[src/rtl/psr_pkg.sv]
// shared constants, types and tables of the parameter save/restore manager
package psr_pkg;

  // ---------------------------------------------------------------
  // command keywords and answers
  // ---------------------------------------------------------------
  localparam logic [31:0] STORE_KEY = 32'h65766173;
  localparam logic [31:0] RESTORE_KEY = 32'h64616F6C;
  localparam logic [31:0] REBOOT_KEY = 32'h746F6F62;
  localparam logic [31:0] DONE_VAL = 32'h00000001;
  localparam logic [31:0] DEFAULT_VAL = 32'h00000000;
  localparam logic [31:0] MARK_RST = 32'h00000000;

  // ---------------------------------------------------------------
  // store / restore subindices
  // ---------------------------------------------------------------
  localparam logic [7:0] SUB_ALL = 8'h01;
  localparam logic [7:0] SUB_COMM = 8'h02;
  localparam logic [7:0] SUB_APP = 8'h03;
  localparam logic [7:0] SUB_CUST = 8'h04;
  localparam logic [7:0] SUB_DRIVE = 8'h05;
  localparam logic [7:0] SUB_TUNE = 8'h06;
  localparam logic [7:0] SUB_ETH = 8'h0C;

  // ---------------------------------------------------------------
  // apb register map (byte addresses)
  // ---------------------------------------------------------------
  localparam logic [11:0] ADDR_MARK_DATE = 12'h000;
  localparam logic [11:0] ADDR_MARK_TIME = 12'h004;
  localparam logic [11:0] ADDR_REBOOT = 12'h008;
  localparam logic [11:0] ADDR_OBJ_SEL = 12'h00C;
  localparam logic [11:0] ADDR_OBJ_DATA = 12'h010;
  localparam logic [11:0] ADDR_STATUS = 12'h014;
  localparam logic [3:0] PAGE_STORE = 4'h1;
  localparam logic [3:0] PAGE_RESTORE = 4'h2;

  // ---------------------------------------------------------------
  // categories and masks (bit n of a mask selects category n)
  // ---------------------------------------------------------------
  localparam logic [2:0] CAT_NONE = 3'h0;
  localparam logic [2:0] CAT_COMM = 3'h1;
  localparam logic [2:0] CAT_APP = 3'h2;
  localparam logic [2:0] CAT_CUST = 3'h3;
  localparam logic [2:0] CAT_DRIVE = 3'h4;
  localparam logic [2:0] CAT_TUNE = 3'h5;
  localparam logic [2:0] CAT_ETH = 3'h6;
  localparam logic [2:0] CAT_MARK = 3'h7;
  localparam logic [7:0] MASK_SAVE_ALL = 8'hBE;
  localparam logic [7:0] MASK_REST_ALL = 8'h9E;
  localparam logic [7:0] MASK_LOAD = 8'hFE;

  // ---------------------------------------------------------------
  // object slots
  // ---------------------------------------------------------------
  localparam int MEM_DEPTH = 32;
  localparam int MEM_AW = 5;
  localparam int OBJ_NUM = 16;
  localparam logic [4:0] SLOT_DATE = 5'h1E;
  localparam logic [4:0] SLOT_TIME = 5'h1F;
  localparam logic [4:0] SLOT_LAST = 5'h1F;
  localparam logic [15:0] OBJ_IDX [OBJ_NUM] = '{
    16'h2102, 16'h3501, 16'h3601, 16'h2038, 16'h2800, 16'h6040, 16'h6060, 16'h2701,
    16'h3202, 16'h320D, 16'h6073, 16'h6080, 16'h2030, 16'h2031, 16'h6075, 16'h2011};
  localparam logic [2:0] OBJ_CAT [OBJ_NUM] = '{
    CAT_COMM, CAT_COMM, CAT_COMM, CAT_APP, CAT_APP, CAT_APP, CAT_APP, CAT_CUST,
    CAT_DRIVE, CAT_DRIVE, CAT_DRIVE, CAT_DRIVE, CAT_TUNE, CAT_TUNE, CAT_TUNE, CAT_ETH};

  typedef enum {ST_IDLE, ST_RD, ST_WR} psr_state_e;
  typedef enum logic [1:0] {OP_SAVE, OP_DISCARD, OP_LOAD} psr_op_e;

  function automatic logic [7:0] psr_cat_mask(input logic [7:0] sub, input logic rest);
    logic [7:0] m;
    m = 8'h00;
    case (sub)
      SUB_ALL: m = rest ? MASK_REST_ALL : MASK_SAVE_ALL;
      SUB_COMM: m = 8'h01 << CAT_COMM;
      SUB_APP: m = 8'h01 << CAT_APP;
      SUB_CUST: m = 8'h01 << CAT_CUST;
      SUB_DRIVE: m = 8'h01 << CAT_DRIVE;
      SUB_TUNE: m = 8'h01 << CAT_TUNE;
      SUB_ETH: m = 8'h01 << CAT_ETH;
      default: m = 8'h00;
    endcase
    return m;
  endfunction

endpackage

[src/rtl/psr_mem_if.sv]
// port bundle of one slot memory
`timescale 1ns/1ps
interface psr_mem_if import psr_pkg::*; #(parameter int W = 32);
  logic we;
  logic [MEM_AW-1:0] waddr;
  logic [MEM_AW-1:0] raddr;
  logic [W-1:0] wdata;
  logic [W-1:0] rdata;
  modport owner(output we, waddr, raddr, wdata, input rdata);
  modport mem(input we, waddr, raddr, wdata, output rdata);
endinterface

[src/rtl/psr_mem.sv]
// slot memory with registered read data, no reset so contents persist
`timescale 1ns/1ps
module psr_mem import psr_pkg::*; #(parameter int W = 32) (
  // clock
  input wire logic clk,
  // access port
  psr_mem_if.mem port
);
  logic [W-1:0] cells [MEM_DEPTH];

  always_ff @(posedge clk) begin
    if (port.we) begin
      cells[port.waddr] <= port.wdata;
    end
    port.rdata <= cells[port.raddr];
  end
endmodule // psr_mem

[src/rtl/psr_obj_class.sv]
// maps object indices to slots and slots to categories
`timescale 1ns/1ps
module psr_obj_class import psr_pkg::*; (
  // object lookup
  input wire logic [15:0] objIndex,
  output logic objHit,
  output logic [4:0] objSlot,
  // slot walk lookup
  input wire logic [4:0] walkSlot,
  output logic [2:0] walkCat
);
  logic [OBJ_NUM-1:0] match;

  genvar gi;
  generate
    for (gi = 0; gi < OBJ_NUM; gi++) begin : g_cmp
      assign match[gi] = (objIndex == OBJ_IDX[gi]);
    end
  endgenerate

  always_comb begin
    objHit = 1'b0;
    objSlot = 5'h00;
    for (int i = 0; i < OBJ_NUM; i++) begin
      if (match[i]) begin
        objHit = 1'b1;
        objSlot = 5'(i);
      end
    end
  end

  assign walkCat = (walkSlot == SLOT_DATE || walkSlot == SLOT_TIME) ? CAT_MARK :
                   (walkSlot < 5'(OBJ_NUM)) ? OBJ_CAT[walkSlot[3:0]] : CAT_NONE;
endmodule // psr_obj_class

[src/rtl/psr_param_mgr.sv]
// parameter save/restore manager with apb register access
//
// Contract
// - store keyword in a store subindex saves that category to non-volatile slots
// - store subindex reads one once the save has finished
// - store subindex 01 saves all but ethernet; others select one category
// - restore keyword discards saved objects of the selected category
// - restore subindex 01 spares tuning and ethernet; 06 and 0C reach them
// - discard leaves running values; defaults appear only after restart
// - reboot keyword in reboot entry restarts and reloads saved values
// - writes to savable objects clear markers, except marker and store 01
// - markers are saved with every category but ethernet by store subindex 01
// - communication category holds bus control and both mapping entries
// - drive category holds submode, inertia, max current, max speed
// - tuning category holds pole pairs, max motor current, rated current
// - only whole categories are saved; uncategorised objects never are
// - saved values reload at every reset and live outside reset
//
// Local design decisions: the register addresses and the APB interface to the registers.
`timescale 1ns/1ps
module psr_param_mgr import psr_pkg::*; (
  // clock and reset
  input wire logic ref_clk,
  input wire logic resetn,
  // apb slave
  input wire logic psel,
  input wire logic penable,
  input wire logic pwrite,
  input wire logic [11:0] paddr,
  input wire logic [31:0] pwdata,
  output logic [31:0] prdata,
  output logic pready,
  output logic pslverr,
  // system side
  output logic saveBusy,
  output logic restartPulse
);
  // ---------------------------------------------------------------
  // state
  // ---------------------------------------------------------------
  psr_state_e state_r;
  psr_op_e op_r;
  logic [7:0] mask_r;
  logic [7:0] curSub_r;
  logic [4:0] slot_r;
  logic [31:0] markDate_r;
  logic [31:0] markTime_r;
  logic [15:0] objSel_r;
  logic [31:0] prdata_r;
  logic pready_r;
  logic pslverr_r;
  logic busyOut_r;
  logic restart_r;

  psr_mem_if #(.W(32)) runIf();
  psr_mem_if #(.W(33)) nvIf();

  logic objHit;
  logic [4:0] objSlot;
  logic [2:0] walkCat;

  // ---------------------------------------------------------------
  // address decode
  // ---------------------------------------------------------------
  wire busy = (state_r != ST_IDLE);
  wire capture = psel & penable & ~pready_r;
  wire wrDone = psel & penable & pready_r & pwrite;
  wire inStore = (paddr[11:8] == PAGE_STORE) && (paddr[1:0] == 2'b00);
  wire inRest = (paddr[11:8] == PAGE_RESTORE) && (paddr[1:0] == 2'b00);
  wire [7:0] sub = {2'b00, paddr[7:2]};
  wire [7:0] subMask = psr_cat_mask(sub, inRest);
  wire subOk = (subMask != 8'h00);
  wire hitDate = (paddr == ADDR_MARK_DATE);
  wire hitTime = (paddr == ADDR_MARK_TIME);
  wire hitReboot = (paddr == ADDR_REBOOT);
  wire hitSel = (paddr == ADDR_OBJ_SEL);
  wire hitData = (paddr == ADDR_OBJ_DATA);
  wire hitStat = (paddr == ADDR_STATUS);
  wire mapped = ((inStore | inRest) & subOk) | hitDate | hitTime | hitReboot
                | hitSel | hitData | hitStat;
  // the walk owns both memory ports, so object access during it is rejected with pslverr
  wire bad = ~mapped | (pwrite & busy & ~hitStat) | (hitData & (busy | ~objHit));
  wire wrOk = wrDone & ~pslverr_r;

  // ---------------------------------------------------------------
  // commands
  // ---------------------------------------------------------------
  // only the exact keyword starts a save
  wire saveGo = wrOk & inStore & (pwdata == STORE_KEY);
  // only the exact keyword starts a discard
  wire discGo = wrOk & inRest & (pwdata == RESTORE_KEY);
  wire bootGo = wrOk & hitReboot & (pwdata == REBOOT_KEY);
  wire objWe = wrOk & hitData;
  // savable writes clear the markers; store 01 and markers do not
  wire markClr = wrOk & ((inStore & (sub != SUB_ALL)) | hitReboot | objWe);

  // ---------------------------------------------------------------
  // slot walk datapath
  // ---------------------------------------------------------------
  wire walkWr = (state_r == ST_WR);
  // only slots of the chosen categories move
  wire slotSel = mask_r[walkCat];
  // marker slots take their words from the marker registers
  wire [31:0] srcWord = (slot_r == SLOT_DATE) ? markDate_r :
                        (slot_r == SLOT_TIME) ? markTime_r : runIf.rdata;
  // saved word if valid, default otherwise
  wire [31:0] loadWord = nvIf.rdata[32] ? nvIf.rdata[31:0] : DEFAULT_VAL;
  wire loadWr = walkWr & (op_r == OP_LOAD) & slotSel;
  wire nvWe = walkWr & (op_r != OP_LOAD) & slotSel;
  // discard clears the whole saved copy, valid bit and word
  wire [32:0] nvWdata = (op_r == OP_SAVE) ? {1'b1, srcWord} : 33'h000000000;
  wire runLoadWe = loadWr & (walkCat != CAT_MARK);

  assign nvIf.we = nvWe;
  assign nvIf.waddr = slot_r;
  assign nvIf.raddr = slot_r;
  assign nvIf.wdata = nvWdata;
  assign runIf.we = objWe | runLoadWe;
  assign runIf.waddr = busy ? slot_r : objSlot;
  assign runIf.raddr = busy ? slot_r : objSlot;
  assign runIf.wdata = busy ? loadWord : pwdata;

  psr_mem #(.W(32)) uRunMem (
    .clk(ref_clk),
    .port(runIf.mem)
  );

  psr_mem #(.W(33)) uNvMem (
    .clk(ref_clk),
    .port(nvIf.mem)
  );

  psr_obj_class uClass (
    .objIndex(objSel_r),
    .objHit(objHit),
    .objSlot(objSlot),
    .walkSlot(slot_r),
    .walkCat(walkCat)
  );

  // ---------------------------------------------------------------
  // read data
  // ---------------------------------------------------------------
  // keyword while its own save or discard runs, one otherwise
  wire storeRun = busy & (op_r == OP_SAVE) & (curSub_r == sub);
  wire restRun = busy & (op_r == OP_DISCARD) & (curSub_r == sub);
  wire [31:0] statWord = {16'h0000, curSub_r, 5'h00, op_r, busy};
  wire [31:0] rdMux = bad ? 32'h00000000 :
                      inStore ? (storeRun ? STORE_KEY : DONE_VAL) :
                      inRest ? (restRun ? RESTORE_KEY : DONE_VAL) :
                      hitDate ? markDate_r :
                      hitTime ? markTime_r :
                      hitSel ? {16'h0000, objSel_r} :
                      hitData ? runIf.rdata :
                      hitStat ? statWord : 32'h00000000;

  // ---------------------------------------------------------------
  // apb handshake
  // ---------------------------------------------------------------
  // one wait state lets the memory read follow a write just before
  always_ff @(posedge ref_clk or negedge resetn) begin
    if (!resetn) begin
      pready_r <= 1'b0;
      pslverr_r <= 1'b0;
      prdata_r <= 32'h00000000;
    end else begin
      pready_r <= capture;
      if (capture) begin
        pslverr_r <= bad;
        prdata_r <= pwrite ? 32'h00000000 : rdMux;
      end else if (pready_r) begin
        pslverr_r <= 1'b0;
      end
    end
  end

  // ---------------------------------------------------------------
  // walk sequencer
  // ---------------------------------------------------------------
  // reset starts a reload walk
  always_ff @(posedge ref_clk or negedge resetn) begin
    if (!resetn) begin
      state_r <= ST_RD;
      op_r <= OP_LOAD;
      mask_r <= MASK_LOAD;
      curSub_r <= 8'h00;
      slot_r <= 5'h00;
    end else begin
      case (state_r)
        ST_IDLE: begin
          slot_r <= 5'h00;
          if (saveGo | discGo) begin
            state_r <= ST_RD;
            op_r <= saveGo ? OP_SAVE : OP_DISCARD;
            mask_r <= subMask;
            curSub_r <= sub;
          end else if (bootGo) begin
            state_r <= ST_RD;
            op_r <= OP_LOAD;
            mask_r <= MASK_LOAD;
            curSub_r <= 8'h00;
          end
        end
        ST_RD: begin
          state_r <= ST_WR;
        end
        ST_WR: begin
          slot_r <= slot_r + 5'h01;
          state_r <= (slot_r == SLOT_LAST) ? ST_IDLE : ST_RD;
        end
        default: begin
          state_r <= ST_IDLE;
        end
      endcase
    end
  end

  // ---------------------------------------------------------------
  // markers, object select and system outputs
  // ---------------------------------------------------------------
  always_ff @(posedge ref_clk or negedge resetn) begin
    if (!resetn) begin
      markDate_r <= MARK_RST;
      markTime_r <= MARK_RST;
      objSel_r <= 16'h0000;
      busyOut_r <= 1'b1;
      restart_r <= 1'b0;
    end else begin
      busyOut_r <= busy;
      restart_r <= bootGo;
      if (wrOk & hitSel) begin
        objSel_r <= pwdata[15:0];
      end
      if (markClr) begin
        markDate_r <= MARK_RST;
        markTime_r <= MARK_RST;
      end else if (loadWr & (slot_r == SLOT_DATE)) begin
        markDate_r <= loadWord;
      end else if (loadWr & (slot_r == SLOT_TIME)) begin
        markTime_r <= loadWord;
      end else begin
        if (wrOk & hitDate) begin
          markDate_r <= pwdata;
        end
        if (wrOk & hitTime) begin
          markTime_r <= pwdata;
        end
      end
    end
  end

  assign prdata = prdata_r;
  assign pready = pready_r;
  assign pslverr = pslverr_r;
  assign saveBusy = busyOut_r;
  assign restartPulse = restart_r;
endmodule // psr_param_mgr

[config.mk]
export PLATFORM = sky130hd
export DESIGN_NAME = psr_param_mgr
export DESIGN_NICKNAME = d
export VERILOG_FILES = /design/src/rtl/psr_pkg.sv /design/src/rtl/psr_mem_if.sv /design/src/rtl/psr_mem.sv /design/src/rtl/psr_obj_class.sv /design/src/rtl/psr_param_mgr.sv
export SDC_FILE = /design/constraint.sdc
export NUM_CORES = 2
export LEC_CHECK = 0
export ABC_AREA = 1
export BUFFER_PORTS_ARGS = -buffer_cell sky130_fd_sc_hd__buf_2
export CORE_ASPECT_RATIO = 0.75
export CORE_MARGIN = 2
export CORE_UTILIZATION = 60
export DETAILED_ROUTE_END_ITERATION = 7
export PLACE_DENSITY_LB_ADDON = 0.25
export SYNTH_ARGS = -nofsm -noshare
export SYNTH_HDL_FRONTEND = slang
export SYNTH_HIERARCHICAL = 1
export SYNTH_SLANG_ARGS = --single-unit
[constraint.sdc]
create_clock -name ref_clk -period 5.4 [get_ports ref_clk]
set_clock_uncertainty 0.05 [all_clocks]
set_input_delay 0.54 -clock ref_clk [delete_from_list [all_inputs] [get_ports ref_clk]]
set_output_delay 0.54 -clock ref_clk [all_outputs]
set_load 0.02 [all_outputs]
# Word level (Yosys, flattened, before mapping)

Memory sizes are Yosys's and may differ from the RTL's. A register that Yosys moved wholly into a read port is not among the register bits.
Cells that the tools add are included.

Register bits: 171
Bits in latches: 0
Memory bits (writable): 2080
Bits in read-only memories: 48
Output and inout port bits: 36
Memories: 3

$add $sub $neg: 1
Multiply operators: 0
Divide/modulo/power cells: 0
$lt $le $gt $ge: 3
Eq/ne operators: 47
Shift operators: 0
Mux-type cells: 82
Bitwise operators: 52
Reduce and logical (&&, ||, !) cells: 17

Memory list:

| memory          | depth | width | rd ports | clocked after memory_dff | wr ports | RTL line            | source |
|---|---|---|---|---|---|---|---|
| uNvMem.cells    | 32    | 33    | 1        | 1                        | 1        | psr_mem.sv:9        | `logic [W-1:0] cells [MEM_DEPTH];` |
| uRunMem.cells   | 32    | 32    | 1        | 1                        | 1        | psr_mem.sv:9        |  |
| (no name shown) | 16    | 3     | 1        | 0                        | 0        | psr_obj_class.sv:33 | `(walkSlot < 5'(OBJ_NUM)) ? OBJ_CAT[walkSlot[3:0]] : CAT_NONE;` |

Operators by type and width:

| kind                 | number |
|---|---|
| $mux 32              | 22 |
| $eq 16x14->1 const B | 11 |
| $eq 32x31->1 const B | 3 |
| $pmux 32 s3          | 1 |
| $eq 16x15->1 const B | 5 |
| $mux 31              | 2 |
| $pmux 8 s7           | 1 |
| $mux 33              | 1 |
| $and 1x1->1          | 32 |
| $eq 32x1->1 const B  | 1 |
| $eq 32x2->1 const B  | 1 |
| $eq 32x3->1 const B  | 1 |
| $logic_not 32->1     | 1 |
| $mux 4               | 8 |
| $mux 8               | 4 |
| $reduce_bool 32->1   | 1 |
| $mux 1               | 26 |
| $eq 12x4->1 const B  | 2 |
| $eq 12x5->1 const B  | 2 |
| $mux 3               | 8 |
| $eq 6x3->1 const B   | 3 |
| $mux 16              | 1 |
| $or 1x1->1           | 14 |
| $eq 12x3->1 const B  | 1 |
| other kinds (31)     | 50 |

# Longest topological paths before layout

Depth in word-level cells: 23
Gate-level depth with buffers: 24

# Modules after synthesis

Netlist, hierarchy kept.

Modules (own cells, without submodules):

| module             | times used | cells an instance | area an instance (µm²) | sequential area each (µm²) |
|---|---|---|---|---|
| psr_mem at uNvMem  | 1          | 3645              | 43680.6                | 32371.0 |
| psr_mem at uRunMem | 1          | 3536              | 42405.7                | 31390.1 |
| psr_param_mgr      | 1          | 1561              | 9830.7                 | 3465.8 |
| psr_obj_class      | 1          | 118               | 563.0                  | 0.0 |

# Least setup slack after synthesis

No wires, ideal clock.

Kind: flip-flop to flip-flop
Start point: register slot_r[3] (netlist: nvIf.raddr[3])
End point: memory uNvMem.cells[31][0] (enable)
Library setup time: 423 ps
Arrival: 3321 ps
Data required time: 4927 ps
Setup slack: 1606 ps
Stages on the path, launching flop included: 14
Path buffers: 0
Cell sequence: dfrtp_1 > inv_1 > nand2_1 > xnor2_1 > nand2_1 > nand2_1 > inv_2 > nand2_1 > nand3_1 > nand3_1 > nand4_1 > a21oi_1 > nand3_1 > nor2_1

Word-level cells in the longest chain between the ends: 11

RTL lines:

| what                                       | RTL line             | source |
|---|---|---|
| start: declaration                         | psr_param_mgr.sv:45  | `logic [4:0] slot_r;` |
| start signal: assignment                   | psr_param_mgr.sv:208 | `slot_r <= slot_r + 5'h01;` |
| $not 4->5 (not written as such)            | psr_obj_class.sv:33  |  |
| $mem_v2 16x3                               | --                   |  |
| $mux 3 (not written as such) (2 in series) | psr_obj_class.sv:33  |  |
| $mux 3                                     | psr_obj_class.sv:33  |  |
| $mux 3 *                                   | psr_obj_class.sv:32  | `assign walkCat = (walkSlot == SLOT_DATE \|\| walkSlot == SLOT_TIME) ? CAT_MARK :` |
| net walkCat[0]                             | psr_param_mgr.sv:60  | `logic [2:0] walkCat;` |
| $bmux 1 s3 *                               | psr_param_mgr.sv:102 | `wire slotSel = mask_r[walkCat];` |
| $mux 1 (not written as such) *             | psr_param_mgr.sv:102 |  |
| $and 1x1->1 *                              | psr_param_mgr.sv:109 | `wire nvWe = walkWr & (op_r != OP_LOAD) & slotSel;` |
| net nvIf.we                                | psr_mem_if.sv:4      | `logic we;` |
| $mux 1 *                                   | psr_mem.sv:12        | `if (port.we) begin` |
| $mux 1 (not written as such) *             | psr_mem.sv:13        | `cells[port.waddr] <= port.wdata;` |
| end: declaration                           | psr_mem.sv:9         |  |

Mark *: on every way through the listed nets, which the timed path passes. The rest lies on a longest branch. The select of a mux whose other input is x is not followed.

# Worst setup path in the final report

Start point: register objSel_r[0]
End point: memory uRunMem.cells[62][7] (netlist: uRunMem/cells[31][7]) (enable)

Word-level cells in the longest chain between the ends: 17

RTL lines:

| what                     | RTL line             | source |
|---|---|---|
| start: declaration       | psr_param_mgr.sv:48  | `logic [15:0] objSel_r;` |
| start signal: assignment | psr_param_mgr.sv:232 | `objSel_r <= pwdata[15:0];` |
| $eq 16x14->1             | psr_obj_class.sv:17  | `assign match[gi] = (objIndex == OBJ_IDX[gi]);` |
| $mux 1                   | psr_obj_class.sv:25  | `if (match[i]) begin` |
| $mux 2 (2 in series)     | psr_obj_class.sv:25  |  |
| $mux 3 (4 in series)     | psr_obj_class.sv:25  |  |
| $mux 4 (7 in series)     | psr_obj_class.sv:25  |  |
| $mux 4 *                 | psr_obj_class.sv:25  |  |
| net objSlot[0]           | psr_param_mgr.sv:59  | `logic [4:0] objSlot;` |
| $mux 5 *                 | --                   |  |
| net runIf.raddr[0]       | psr_mem_if.sv:6      | `logic [MEM_AW-1:0] raddr;` |
| end: declaration         | psr_mem.sv:9         |  |

Mark *: on every way through the listed nets, which the timed path passes. The rest lies on a longest branch.

==> flow_metrics.py <==
metrics = {
    "status": {
        "status": "finished with violations",
        "violations": "design-rule violations",
    },
    "floorplan": {
        "placeableCoreArea_um2": 160000,
        "io_pins": 85,
        "die_y_um": 351,
        "die_area_um2": 164000,
        "initial_utilization_pct": 60.4,
        "die_width_um": 467,
        "num_rows": 127,
    },
    "worst_setup_path": {
        "required_ns": 5.79,
        "cp.arrival_ns": 4.74,
        "crit_type": "reg -> reg",
        "startpoint_type": "flop",
        "critPathLaunch": "objSel_r[0]",
        "reg2reg_from": "objSel_r[0]",
        "critPathCaptureType": "flop",
        "path_max_fanout": 54,
    },
    "yosys": {
        "synth-seq-area-share_pct": 69.7,
        "ys_ff_latch": 2283,
        "synth_cell_type_count": 51,
        "netlist_area_um2": 96500,
        "syn_nets": 8912,
        "yosysWarnings": 6,
        "syn_avg_cell_area_um2": 10.9,
        "syn_inst": 8860,
    },
    "clock_network": {
        "ctsHoldBuffers": 11,
        "postCtsSetupBuffers": 0,
        "cts_tree": "done",
        "clockRootBuffer": "clkbuf_16",
        "clk_path_buf_depth": 3,
        "clkTransAtPathRegs_ns": 0.07,
        "clkLatencyLatePin_ns": 0.85,
        "htree_num_levels": 4,
        "cts_sinks": 2283,
        "cts_buffers": 208,
        "cts_resized": 0,
    },
    "timing": {
        "rsz0062_at_grt": "no",
        "fin_crit_sh_pct": 80.6,
        "worst_slew_pin_slew_ns": 1.38,
        "max_slew_margin_pct": 8.00,
        "tns_ns": 0,
        "fmax_mhz": 230,
        "fin_crit_ns": 4.35,
        "setup_violations": 0,
        "maxSlewViolCount": 0,
        "fin_hold_ws_ns": 0.0566,
        "hold_violations": 0,
    },
    "routing": {
        "wl_um": 278000,
        "ant_nets": 0,
        "first_pass_iters": 8,
        "wl_met3_um": 39700,
        "wire_per_inst_um": 25.0,
        "detail_route.vias_per_cell": 6.17,
        "met2_length_um": 118000,
        "met1_length_um": 111000,
        "dr_total_vias": 68800,
        "drc": 1,
        "drt_iter0_markers": 11000,
        "routed.top_layer": "met5",
    },
    "worst_hold_path": {
        "worstHoldStart": "pwdata[20]",
        "hp-class": "in -> reg",
    },
    "pwr": {
        "ir_drop_mv": 0.368,
        "power.total_mw": 34.2,
        "power_density_nw_per_um2": 322,
        "power.leakage_nw": 37.2,
    },
    "finish": {
        "fin_util_pct": 66.5,
        "num-fill-cells": 11600,
        "syn2layout_area_growth_pct": 10.0,
        "multi_input_area_um2": 26200,
        "fin_nets": 8873,
        "seqCellArea_um2": 67200,
        "drive_gt1_share_pct": 8.91,
    },
    "grt": {
        "antenna_found_initial": 43,
        "grt_max_degree": 212,
        "grtUsageTotal_pct": 33.6,
        "grt_pass1_wl_um": 410000,
        "grt-ovfl-total": 0,
        "grt_pass1_vias": 63500,
    },
    "placed_design": {
        "dp_hpwl_um": 167000,
        "portBuffers": 84,
        "gp_congestion": 0.999,
    },
    "job": {
        "cap_violations": 0,
    },
}
-- cells in the final DEF (no fill, tap or decap), types with 5 or more instances in the layout --
cell type,synthesis,routed
nand2_1,3576,3575
o21ai_4,1,37
nor3_1,24,24
nand3_1,1777,1777
o21ai_1,10,10
bufinv_16,0,22
xor2_1,5,5
clkinv_2,0,35
nand2_2,8,8
nand3_2,8,8
o21ai_0,132,96
a21oi_1,6,6
a31oi_2,0,26
clkbuf_1,69,46
nor2_1,190,124
dlygate4sd3_1,0,11
nand2_4,4,5
clkinvlp_4,0,7
buf_2,242,83
inv_2,16,13
nand4_1,42,42
buf_4,51,159
dfstp_2,10,10
dfrtp_1,128,123
buf_12,1,30
a31oi_4,0,6
clkinv_1,1,42
dfxtp_1,65,65
nor2_2,15,16
clkbuf_16,0,210
inv_6,0,6
diode_2,0,21
inv_1,149,147
clkbuf_8,0,14
nor2_4,8,73
edfxtp_1,2080,2080
-- cells by family (layout without fill, tap and decap cells) --
group,count (synthesis),in the layout,synth area share (%)
other cells,1,22,0.00389
fa+ha+maj,3,3,0.0389
flops,2283,2283,69.7
xor+xnor,6,6,0.0545
compound gates,195,195,1.10
buf+inv,702,845,4.34
mux,1,1,0.0117
simple gates,5669,5669,24.8
-- report_power, final --
group          switching, mW  internal (mW)
Combinational          0.134         0.0467
Clock                   6.59           8.43
Sequential           0.00511           19.0
Total                   6.73           27.5
-- synth_stat cells (all sizes together) --
library cell	count	area (um2)
nor2	213	897
a31oi	33	206
nand2	3588	13500
buf	464	3270
ha	3	37.5
and3	2	12.5
or2	5	31.3
edfxtp	2080	62500
nor3	26	140
o21ai	144	736
o22ai	4	25.0
and2	1	6.26
nand4	45	300
inv	168	648
nand3	1785	8970
o22a	1	8.76
xnor2	1	8.76
dfstp	10	263
nand3b	1	7.51
a21oi	6	30.0
a21boi	4	30.0
a22oi	1	7.51
dfrtp	128	3200
nor4	3	18.8
dfxtp	65	1300
xor2	5	43.8
o31ai	1	7.51
clkbuf	69	259
clkinv	1	3.75
mux2	1	11.3
conb	1	3.75
o21bai	1	7.51
-- layer usage --
layer	track usage, %	up-vias
met5	0	-
met4	12.2	12
met3	10.1	568
met2	46.9	4525
met1	50.2	33300
li1	-	30400
-- metrics by stage --
stage                     area, um2  cells  setup WS (ns)
after detailed placement      99100  10700           1.24
final                        106000  11200           1.05
after floorplan               96500   8860           1.61
after CTS                    106000  11100           1.21
after global routing         106000  11200          0.894
after global placement        99100  10700           1.28
-- worst max-delay path: stages (launching register included) --
cell	delay [ns]
dfrtp_1	0.44
nor2_1	0.18
nand2_1	0.14
nor2_2	0.16
nand4_1	0.19
nand3_1	0.13
nor2_1	0.05
nand4_1	0.19
nand2_1	0.14
o21ai_4	0.26
buf_4	0.58
nand3_1	0.16
buf_4	0.25
nor2_4	0.94
-- state kept, by name, summed over array words and instances (netlist names) --
signal,cells
markTime_r,32
nvIf.raddr,5
state_r,2
prdata,32
restartPulse,1
markDate_r,32
mask_r,7
objSel_r,16
uNvMem/cells,1056
pslverr,1
curSub_r,6
uNvMem/port.rdata,33
saveBusy,1
uRunMem/port.rdata,32
uRunMem/cells,1024
pready,1
op_r,2
-- path summary, 6_finish.rpt --
path	cells past startpoint	end	slack, ns
worst min register to register	2	mask_r[5]	0.43
max in group asynchronous	3	nvIf.raddr[3]	3.71
worst max register to register	13	uRunMem/cells[31][7]	1.05
worst min-delay path	5	markTime_r[20]	0.06
min in group asynchronous	2	prdata[1]	0.37
worst max-delay path	13	uRunMem/cells[31][7]	1.05
-- layout make-up --
| class | instances | share of cell area, % |
|---|---|---|
| well taps | 2128 | 2.51 |
| clock inverters | 122 | 1.26 |
| repair buffers | 284 | 2.20 |
| clock buffers | 270 | 5.29 |
| flip-flops and latches | 2283 | 63.3 |
| multi-input cells | 5875 | 24.7 |
| inverters | 169 | 0.653 |
| diodes | 21 | 0.0495 |
No activity file was read; power rests on OpenSTA's default activity.
